$ cat config.mk
export PLATFORM = sky130hd
export DESIGN_NAME = cfi_top
export DESIGN_NICKNAME = d
export VERILOG_FILES = /design/src/rtl/cfi_pkg.sv /design/src/rtl/cfi_top.sv /design/src/rtl/cfi_clkdiv.sv
export SDC_FILE = /design/constraint.sdc
export NUM_CORES = 1
export LEC_CHECK = 0
export ABC_AREA = 1
export BUFFER_PORTS_ARGS = -buffer_cell sky130_fd_sc_hd__buf_2
export CAP_MARGIN = 20
export CORE_MARGIN = 1.5
export CORE_UTILIZATION = 29
export CTS_CLUSTER_DIAMETER = 120
export CTS_CLUSTER_SIZE = 30
export DETAILED_ROUTE_END_ITERATION = 6
export PLACE_DENSITY = 0.53
export SYNTH_ARGS = -nofsm -noshare
export SYNTH_HDL_FRONTEND = slang
export SYNTH_SLANG_ARGS = --single-unit
$ cat constraint.sdc
create_clock -name i_mclk -period 2.8 [get_ports i_mclk]
set_input_delay 0.56 -clock i_mclk [delete_from_list [all_inputs] [get_ports i_mclk]]
set_output_delay 0.56 -clock i_mclk [all_outputs]
set_load 0.005 [all_outputs]
$ cat src/rtl/cfi_pkg.sv
// package for the configuration-cell fault injection and error flag block
// Contract
// - inject only in user mode after configuration
// - instruction code 0x015 selects injection word
// - valid word flips readback bits, enters test
// - no copy during last/first frame window
// - inject in first frame only; status readable
// - word fields type 20:19, loc 18:8, val 7:0
// - 01 single, 10 double adjacent, 00 none
// - type 11 decodes as no injection
// - byte value marks flipped bit positions
// - error flag active high on corruption
// - flag pin is user I/O when checker off
// - flag push-pull default, open-drain option
// - inject in-system, then detect real upsets
// - non-zero syndrome raises the error flag
// - flag low at least 32 clocks between reports
// - detection clock is oscillator divided 2..256
package cfi_pkg;
    localparam int IR_W = 10;
    localparam logic [IR_W-1:0] INJECT_FAULT_INSTRUCTION = 10'h015;
    localparam int WORD_W = 21;
    localparam int TYPE_HI = 20;
    localparam int TYPE_LO = 19;
    localparam int LOC_HI = 18;
    localparam int LOC_LO = 8;
    localparam int VAL_HI = 7;
    localparam int VAL_LO = 0;
    localparam int LOC_W = LOC_HI - LOC_LO + 1;
    localparam int SYN_W = 16;
    localparam logic [WORD_W-1:0] WORD_RESET = 21'h00_0000;
    localparam logic [1:0] TYPE_NONE = 2'h0;
    localparam logic [1:0] TYPE_SINGLE = 2'h1;
    localparam logic [1:0] TYPE_DOUBLE = 2'h2;
    localparam int FLAG_LOW_MIN = 32;
    localparam int OSC_MHZ = 100;
    localparam int DIV_MIN_LOG2 = 1;
    localparam int DIV_MAX_LOG2 = 8;
    localparam int DIV_SEL_W = 3;
    localparam logic [DIV_SEL_W-1:0] DIV_SEL_RESET = 3'h0;
    typedef enum logic [2:0] {
        CFI_IDLE = 3'b001,
        CFI_LOW  = 3'b010,
        CFI_HIGH = 3'b100
    } cfi_flag_state_t;
endpackage

$ cat src/rtl/cfi_top.sv
// fault injection word handling, readback corruption and error flag pin
`timescale 1ns/100ps
`default_nettype none
module cfi_top #(
    parameter int DATA_W = 16
) (
    // clock and reset
    input wire logic i_mclk,
    input wire logic i_reset,
    // device status and options
    input wire logic i_user_mode,
    input wire logic i_checker_enable,
    input wire logic i_flag_open_drain,
    input wire logic [cfi_pkg::DIV_SEL_W-1:0] i_div_sel,
    // boundary-scan side
    input wire logic [cfi_pkg::IR_W-1:0] i_scan_instr,
    input wire logic i_scan_update,
    input wire logic [cfi_pkg::WORD_W-1:0] i_scan_word,
    // frame sequencing from the checker
    input wire logic i_frame_window,
    input wire logic i_first_frame,
    input wire logic i_rb_valid,
    input wire logic [cfi_pkg::LOC_W-1:0] i_rb_byte_idx,
    input wire logic [DATA_W-1:0] i_rb_data,
    input wire logic i_frame_done,
    input wire logic [cfi_pkg::SYN_W-1:0] i_syndrome,
    // corrupted readback toward the checker
    output logic o_rb_valid,
    output logic [DATA_W-1:0] o_rb_data,
    // status
    output logic o_test_mode,
    output logic [cfi_pkg::WORD_W-1:0] o_fault_word,
    output logic o_tick,
    // error flag pin and user I/O
    input wire logic i_user_io_out,
    input wire logic i_user_io_oe,
    input wire logic i_flag_pin_in,
    output logic o_user_io_in,
    output logic o_flag_out,
    output logic o_flag_oe
);
    import cfi_pkg::*;
    localparam int NBYTE = DATA_W / 8;

    logic active;
    logic tick;
    assign active = i_user_mode && i_checker_enable;

    cfi_clkdiv u_div (
        .i_mclk(i_mclk),
        .i_reset(i_reset),
        .i_enable(active),
        .i_div_sel(i_div_sel),
        .o_tick(tick)
    );

    ////////////////////////////////////////////////////////////////////////
    // injection word: scan holding copy, then internal copy
    logic [WORD_W-1:0] scan_word_q, scan_word_d;
    logic [WORD_W-1:0] fault_word_q, fault_word_d;
    logic pending_q, pending_d;
    logic test_mode_q, test_mode_d;
    logic [1:0] etype;

    always_comb begin
        scan_word_d = scan_word_q;
        pending_d = pending_q;
        fault_word_d = fault_word_q;
        test_mode_d = test_mode_q;
        // hold the copy off across the last/first frame window
        if (pending_q && !i_frame_window) begin
            fault_word_d = scan_word_q;
            pending_d = 1'b0;
        end
        // instruction ignored outside user mode; a load in the copy cycle
        // keeps pending set so the newer word follows one cycle later
        if (i_scan_update && i_user_mode && i_scan_instr == INJECT_FAULT_INSTRUCTION) begin
            scan_word_d = i_scan_word;
            pending_d = 1'b1;
        end
        // first frame consumed with injection armed: test mode entered
        if (i_frame_done && i_first_frame) begin
            test_mode_d = (fault_word_q[TYPE_HI:TYPE_LO] == TYPE_SINGLE)
                       || (fault_word_q[TYPE_HI:TYPE_LO] == TYPE_DOUBLE);
        end
        if (!i_user_mode) begin
            pending_d = 1'b0;
            fault_word_d = WORD_RESET;
            test_mode_d = 1'b0;
        end
    end

    always_ff @(posedge i_mclk) begin
        if (i_reset) begin
            scan_word_q <= WORD_RESET;
            pending_q <= 1'b0;
            fault_word_q <= WORD_RESET;
            test_mode_q <= 1'b0;
        end else begin
            scan_word_q <= scan_word_d;
            pending_q <= pending_d;
            fault_word_q <= fault_word_d;
            test_mode_q <= test_mode_d;
        end
    end

    // 11 is not a legal type and falls back to no injection
    always_comb begin
        unique case (fault_word_q[TYPE_HI:TYPE_LO])
            TYPE_SINGLE: etype = TYPE_SINGLE;
            TYPE_DOUBLE: etype = TYPE_DOUBLE;
            default: etype = TYPE_NONE;
        endcase
    end

    ////////////////////////////////////////////////////////////////////////
    // readback corruption: xor on the data path only, cells untouched
    logic [NBYTE-1:0] hit;
    logic [DATA_W-1:0] rb_data_q, rb_data_d;
    logic rb_valid_q, rb_valid_d;
    logic [LOC_W-1:0] loc;
    assign loc = fault_word_q[LOC_HI:LOC_LO];

    genvar gb;
    generate
        for (gb = 0; gb < NBYTE; gb++) begin : g_byte
            logic [LOC_W-1:0] idx;
            assign idx = i_rb_byte_idx + LOC_W'(gb);
            // double mode also hits the byte after the addressed one
            assign hit[gb] = active && i_first_frame && etype != TYPE_NONE
                && (idx == loc || (etype == TYPE_DOUBLE && idx == loc + 1'b1));
            assign rb_data_d[gb*8 +: 8] = i_rb_data[gb*8 +: 8]
                ^ (hit[gb] ? fault_word_q[VAL_HI:VAL_LO] : 8'h00);
        end
    endgenerate
    assign rb_valid_d = i_rb_valid;

    always_ff @(posedge i_mclk) begin
        if (i_reset) begin
            rb_data_q <= '0;
            rb_valid_q <= 1'b0;
        end else begin
            rb_data_q <= rb_data_d;
            rb_valid_q <= rb_valid_d;
        end
    end

    ////////////////////////////////////////////////////////////////////////
    // error flag: high on bad frame, then low for a guaranteed gap
    cfi_flag_state_t st_q, st_d;
    logic [5:0] gap_q, gap_d;
    logic err_pend_q, err_pend_d;

    always_comb begin
        st_d = st_q;
        gap_d = gap_q;
        err_pend_d = err_pend_q;
        // a new bad frame is never dropped while the gap runs
        if (i_frame_done && i_syndrome != '0) begin
            err_pend_d = 1'b1;
        end
        unique case (st_q)
            CFI_IDLE: begin
                if (err_pend_q) begin
                    st_d = CFI_HIGH;
                    err_pend_d = i_frame_done && i_syndrome != '0;
                end
            end
            CFI_HIGH: begin
                if (tick) begin
                    st_d = CFI_LOW;
                    gap_d = '0;
                end
            end
            CFI_LOW: begin
                if (tick) begin
                    gap_d = gap_q + 1'b1;
                end
                if (tick && gap_q == 6'(FLAG_LOW_MIN - 1)) begin
                    st_d = CFI_IDLE;
                end
            end
            default: st_d = CFI_IDLE;
        endcase
        if (!active) begin
            st_d = CFI_IDLE;
            err_pend_d = 1'b0;
            gap_d = '0;
        end
    end

    always_ff @(posedge i_mclk) begin
        if (i_reset) begin
            st_q <= CFI_IDLE;
            gap_q <= '0;
            err_pend_q <= 1'b0;
        end else begin
            st_q <= st_d;
            gap_q <= gap_d;
            err_pend_q <= err_pend_d;
        end
    end

    ////////////////////////////////////////////////////////////////////////
    // pin muxing
    logic flag;
    assign flag = (st_q == CFI_HIGH);
    always_comb begin
        if (!i_checker_enable) begin
            o_flag_out = i_user_io_out;
            o_flag_oe = i_user_io_oe;
        end else if (i_flag_open_drain) begin
            o_flag_out = 1'b0;
            o_flag_oe = !flag;
        end else begin
            o_flag_out = flag;
            o_flag_oe = 1'b1;
        end
    end
    assign o_user_io_in = i_checker_enable ? 1'b0 : i_flag_pin_in;

    assign o_rb_valid = rb_valid_q;
    assign o_rb_data = rb_data_q;
    assign o_test_mode = test_mode_q;
    assign o_fault_word = fault_word_q;
    assign o_tick = tick;
endmodule // cfi_top
`default_nettype wire

$ cat src/rtl/cfi_clkdiv.sv
// detection clock tick generator: divides the oscillator by 2^(sel+1)
`timescale 1ns/100ps
`default_nettype none
module cfi_clkdiv (
    // clock and reset
    input wire logic i_mclk,
    input wire logic i_reset,
    // control
    input wire logic i_enable,
    input wire logic [cfi_pkg::DIV_SEL_W-1:0] i_div_sel,
    // tick
    output logic o_tick
);
    import cfi_pkg::*;
    logic [DIV_MAX_LOG2-1:0] cnt_q, cnt_d;
    logic [DIV_MAX_LOG2-1:0] limit;
    logic tick_q, tick_d;

    // limit = 2^(sel+1) - 1; sel 0..7 covers divide 2..256
    // shift amount widened so that sel 7 does not wrap to a zero shift
    assign limit = DIV_MAX_LOG2'((9'h001 << (4'(i_div_sel) + 4'(DIV_MIN_LOG2))) - 9'h001);

    always_comb begin
        cnt_d = cnt_q;
        tick_d = 1'b0;
        if (i_enable) begin
            if (cnt_q >= limit) begin
                cnt_d = '0;
                tick_d = 1'b1;
            end else begin
                cnt_d = cnt_q + 1'b1;
            end
        end else begin
            cnt_d = '0;
        end
    end

    always_ff @(posedge i_mclk) begin
        if (i_reset) begin
            cnt_q <= '0;
            tick_q <= 1'b0;
        end else begin
            cnt_q <= cnt_d;
            tick_q <= tick_d;
        end
    end

    assign o_tick = tick_q;
endmodule // cfi_clkdiv
`default_nettype wire

## Yosys cells after proc, flatten, opt, wreduce, memory -nomap -nowiden

Index checks and enable logic that the tools add are counted.

| word-level totals | value |
|---|---|
| input port bits | 90 |
| output and inout bits | 43 |
| logic and storage cells | 87 |
| register bits | 80 |

| cells by class | value |
|---|---|
| reductions and logical operators | 27 |
| add/subtract/negate cells | 6 |
| shift operators | 1 |
| bitwise logic cells | 4 |
| magnitude comparators | 1 |
| mux-type cells | 21 |
| equality and inequality tests | 16 |

Operators by type and width:

| kind | number |
|---|---|
| $eq 11x11->1 | 4 |
| $add 11x1->11 const B | 2 |
| $mux 8 | 2 |
| $reduce_bool 16->1 | 1 |
| $xor 8x8->8 | 2 |
| $logic_and 1x1->1 | 13 |
| $mux 6 | 2 |
| $pmux 6 s2 | 1 |
| $mux 1 | 11 |
| $eq 10x5->1 const B | 1 |
| $mux 3 | 3 |
| $pmux 3 s3 | 1 |
| $add 8x1->8 const B | 1 |
| $ge 8x8->1 | 1 |
| $shl 1x4->8 const A | 1 |
| $sub 8x1->8 const B | 1 |
| $add 6x1->6 const B | 1 |
| $eq 6x5->1 const B | 1 |
| $reduce_and 3->1 | 2 |
| $reduce_bool 2->1 | 3 |
| $add 3x1->4 const B | 1 |
| $eq 2x2->1 const B | 2 |
| $ne 2x1->1 const B | 2 |
| $ne 2x2->1 const B | 2 |
| other kinds (10) | 15 |

## Longest topological paths before layout

| depth | value |
|---|---|
| word-level depth | 8 |
| gate-level depth with buffers | 17 |
| gate-level depth less buffers | 16 |

## Hierarchy

Synthesis repeated with hierarchy kept, for this count alone.

| second synthesis, totals | value |
|---|---|
| cells, all modules | 722 |
| area, all modules | 4659.5 sq um |

Modules (own cells, without submodules):

| module | cells each | times used | seq. area each (sq um) | area an instance (sq um) |
|---|---|---|---|---|
| cfi_top | 640 | 1 | 1421.4 | 4067.7 |
| cfi_clkdiv | 82 | 1 | 180.2 | 591.8 |

## Worst setup path after synthesis

No wires, ideal clock.

| timing path | value |
|---|---|
| path type | input -> register |
| start point | input port i_div_sel[0] (netlist name) |
| end point | register u_div.cnt_q[3] |
| stages on the path | 9 |
| path buffers | 1 |
| setup time | 80 ps |
| slack | 787 ps |
| arrival time | 1933 ps |
| required time | 2720 ps |
| cells stage by stage | nor3_1 > ha_1 > a21oi_1 > o21ai_0 > nand2_1 > o2111ai_1 > or2_2 > clkbuf_1 > nor3b_1 |

| between the ends | value |
|---|---|
| word-level cells in the longest chain between the ends | 5 |

RTL lines:

| element | line | RTL |
|---|---|---|
| start: declaration | cfi_top.sv:14 | `input wire logic [cfi_pkg::DIV_SEL_W-1:0] i_div_sel,` |
| $add 3x1->4 | cfi_clkdiv.sv:21 | `assign limit = DIV_MAX_LOG2'((9'h001 << (4'(i_div_sel) + 4'(DIV_MIN_LOG2))) - 9'h001);` |
| $shl 1x4->8 | cfi_clkdiv.sv:21 |  |
| $sub 8x1->8 | cfi_clkdiv.sv:21 |  |
| $ge 8x8->1 | cfi_clkdiv.sv:27 | `if (cnt_q >= limit) begin` |
| $reduce_or 3->1 (no line) | - |  |
| end signal: assignment | cfi_clkdiv.sv:43 | `cnt_q <= cnt_d;` |
| end: declaration | cfi_clkdiv.sv:15 | `logic [DIV_MAX_LOG2-1:0] cnt_q, cnt_d;` |

No other way between the ends.
A chain may end at the register's enable or synchronous reset.

## Worst setup path after layout

| timing path | value |
|---|---|
| start point | register fault_word_q[8], in the netlist o_fault_word[8] |
| end point | register rb_data_q[2], in the netlist o_rb_data[2] |

| between the ends | value |
|---|---|
| word-level cells in the longest chain between the ends | 7 |
| elaborated cells on any way between the ends | 8 |
| classes of those cells | 1 x add/sub; 2 x eq/ne; 1 x mux; 1 x bitwise; 3 x reduce/logical |

RTL lines:

| element | line | RTL |
|---|---|---|
| start: declaration | cfi_top.sv:60 | `logic [WORD_W-1:0] fault_word_q, fault_word_d;` |
| start signal: assignment | cfi_top.sv:102 | `fault_word_q <= fault_word_d;` |
| $add 11x1->11 | cfi_top.sv:131 | `&& (idx == loc \|\| (etype == TYPE_DOUBLE && idx == loc + 1'b1));` |
| $eq 11x11->1 | cfi_top.sv:131 |  |
| $logic_and 1x1->1 | cfi_top.sv:131 |  |
| $logic_or 1x1->1 (*) | cfi_top.sv:131 |  |
| $logic_and 1x1->1 (*) | cfi_top.sv:131 |  |
| $mux 8 (*) | cfi_top.sv:133 | `^ (hit[gb] ? fault_word_q[VAL_HI:VAL_LO] : 8'h00);` |
| $xor 8x8->8 (*) | cfi_top.sv:133 |  |
| end signal: assignment | cfi_top.sv:143 | `rb_data_q <= rb_data_d;` |
| end: declaration | cfi_top.sv:119 | `logic [DATA_W-1:0] rb_data_q, rb_data_d;` |

Mark *: on every way between the ends. The rest lies on a longest branch, timed or not.

==> run metrics <==
crit path DAT 2.43 ns; Setup Fix Bufs, Post-CTS 0; setup TNS 0 ns; drt pass-1 iters 4; final core utilization 0.377; DIE AREA 0.0167 sq mm; Leak 2.78 nW; Synth top cells by count nand2_1, nor2_1, inv_1; fin worst setup slack 0.622 ns; share of cells above drive strength 1 0.227; clk slew on worst S/H paths 0.07 ns; minimum clock period 2.18 ns; Yosys top cell area share 0.347; Syn Inst Count 700; Post-Syn Area 0.00462 sq mm; top post-synthesis cells by area dfxtp_1, nand2_1, nor2_1; Hold Crit Endpoint o_rb_valid$_SDFF_PP0_; max-cap violations 0; post-synth top area cell dfxtp_1; Ys Warns 0; GRT Util Overall 0.157; hold path depth 3; worst-margin pin slew 0.673 ns; maximum fanout along the worst path 16; worst skew pair latency 0.34 ns; Distinct cells, synth 41; CTS sink cnt 80; Worst Setup Start Kind flop; Finish-stage setup viols 0; status complete, no violations; top_reg_cell synth dfxtp_1; Die Wd 129 um; VDD IR max 0.000259 V; max_slew headroom 0.549; syn_area_per_cell 6.60 sq um; sequential share of the synthesized area 0.347; RSZ-0062 raised after global routing false; Seq cells post-synth 80; Initial DRC Count 242; Worst Skew 0.00863 ns; CP endpoint kind flop; hold slack 0.429 ns; placed cells 1028; deepest clock path buffer count 2; Layout Cells excl Fill 1044; syn_nets 803; pin count of the biggest net entering global routing 33; total wire length 12800 um; root cell of the clock tree clkbuf_16; vias in the first global route 4366; CTS buffer count 9; Cell Pwr Density 455 mW/mm^2; most common cell in the netlist nand2_1; routability congestion estimate from global placement 0.850; # IOs 133; GR Overflow Total 0; cells resized by post-CTS repair 0; Final period util 0.778; RR Startpoint o_fault_word[8]$_SDFFE_PP0P_; Hold Buf Count CTS 0; final hold violation count 0; worst hold path type in -> reg; Vias/cell 4.50; die height 129 um; H-Tree Depth 3; FF-to-FF End o_rb_data[2]$_SDFF_PP0_; antenna viol nets, final 0; CTS tree yes; max-slew violations 0; CP Class reg -> reg; first-pass GRT wire length 20800 um; Reg area 0.00160 sq mm; IO Port Bufs 132; CORE AREA 0.0154 sq mm; R2R cell count 11; Antenna Diode Count 0; fraction of registers with async set/reset 0; pre-CTS WS 0.487 ns; Area Growth Syn to Fin 25.5%; initial core utilization 0.301; R2R setup slack 0.62 ns; DR WL/cell 12.2 um; multi-input logic area 0.00254 sq mm; EDFF count, synth 0; CP required 3.05 ns; Layout fillers 1674; fmax 459 MHz; DRC 0; Site Rows 45; Hold Path Origin i_rb_valid; detailed-route via count 4698; initial antenna violation count 0; nets 931; DP Wirelength 10100 um
logic make-up (layout without fill, tap and decap cells):
| group | after synthesis | count (layout) | share of synthesized area |
|---|---|---|---|
| buf+inv | 120 | 253 | 0.104 |
| compound gates | 88 | 88 | 0.101 |
| flops | 80 | 80 | 0.347 |
| other cells | 1 | 1 | 0.000812 |
| xor+xnor | 18 | 18 | 0.0341 |
| simple gates | 380 | 380 | 0.378 |
| fa+ha+maj | 13 | 13 | 0.0352 |
cell usage in the layout (no fill, tap or decap), types with 4 or more instances in the layout:
cell	netlist	layout
inv_1	93	93
nor3b_1	4	4
buf_2	3	132
o21ai_0	44	44
xnor2_1	9	9
nand3_1	41	41
clkbuf_16	0	9
a21oi_1	34	34
nand3_2	5	5
nand2_2	7	7
nor4_1	5	5
nor2_1	105	104
buf_4	4	7
nor3_1	9	9
nor2_2	8	9
nand2_1	152	152
xor2_1	9	9
dfxtp_1	80	80
ha_1	13	13
nand4_1	29	29
state kept, by name (all words and copies together) (netlist names):
name	cells
o_rb_valid	1
u_div.o_tick	1
gap_q	6
err_pend_q	1
pending_q	1
u_div.cnt_q	8
o_rb_data	16
o_test_mode	1
o_fault_word	21
st_q	3
scan_word_q	21
layout make-up:
class	count	share of cell area
multi-input combinational	500	0.438
sequential	80	0.276
timing repair buffer	139	0.123
inverter	98	0.0636
tap	211	0.0455
clock buffer	10	0.0412
clock inverter	6	0.0125
power by group:
part	total (W)	switching, W	leakage [nW]	internal (W)
registers	0.00116	0.00000418	0.649	0.00115
logic	0.000249	0.000141	1.98	0.000108
clock network	0.00123	0.000506	0.150	0.000727
total	0.00264	0.000651	2.78	0.00199
layer usage:
layer	global-route usage	vias to the layer above	wire length (um)
met4	0.0383	0	129
li1	-	2509	-
met3	0.0359	11	764
met5	0	-	0
met1	0.202	2063	6060
met2	0.267	115	5810
metrics by stage:
stage	total power (W)	instance area, sq um
2_1_floorplan	0.00131	4620
3_3_place_gp	0.00143	5490
3_5_place_dp	0.00143	5490
4_1_cts	0.00268	5800
5_1_grt	0.00276	5800
6_report	0.00264	5800
how the worst max path moves through the flow:
stage,start,to,slack (ns),cells past startpoint
floorplan,i_div_sel[0],u_div.cnt_q[3]$_SDFF_PP0_,0.79,9
global route,o_fault_word[8]$_SDFFE_PP0P_,o_rb_data[2]$_SDFF_PP0_,0.26,11
CTS,o_fault_word[8]$_SDFFE_PP0P_,o_rb_data[2]$_SDFF_PP0_,0.59,11
finish,o_fault_word[8]$_SDFFE_PP0P_,o_rb_data[2]$_SDFF_PP0_,0.62,11
detailed placement,i_rb_byte_idx[1],o_rb_data[9]$_SDFF_PP0_,0.49,16
global placement,i_rb_byte_idx[1],o_rb_data[9]$_SDFF_PP0_,0.51,16
worst max-delay path, stage by stage (launching register included):
cell and delay (ns):
dfxtp_1 0.41, ha_1 0.23, nand2_2 0.10, inv_1 0.15, nand3_1 0.15, xnor2_1 0.20, nand3_1 0.09, nor2_1 0.09
nand3_1 0.09, nand2_2 0.25, nand4_1 0.12, a21oi_1 0.21
Power figures use the tool's default switching activity.
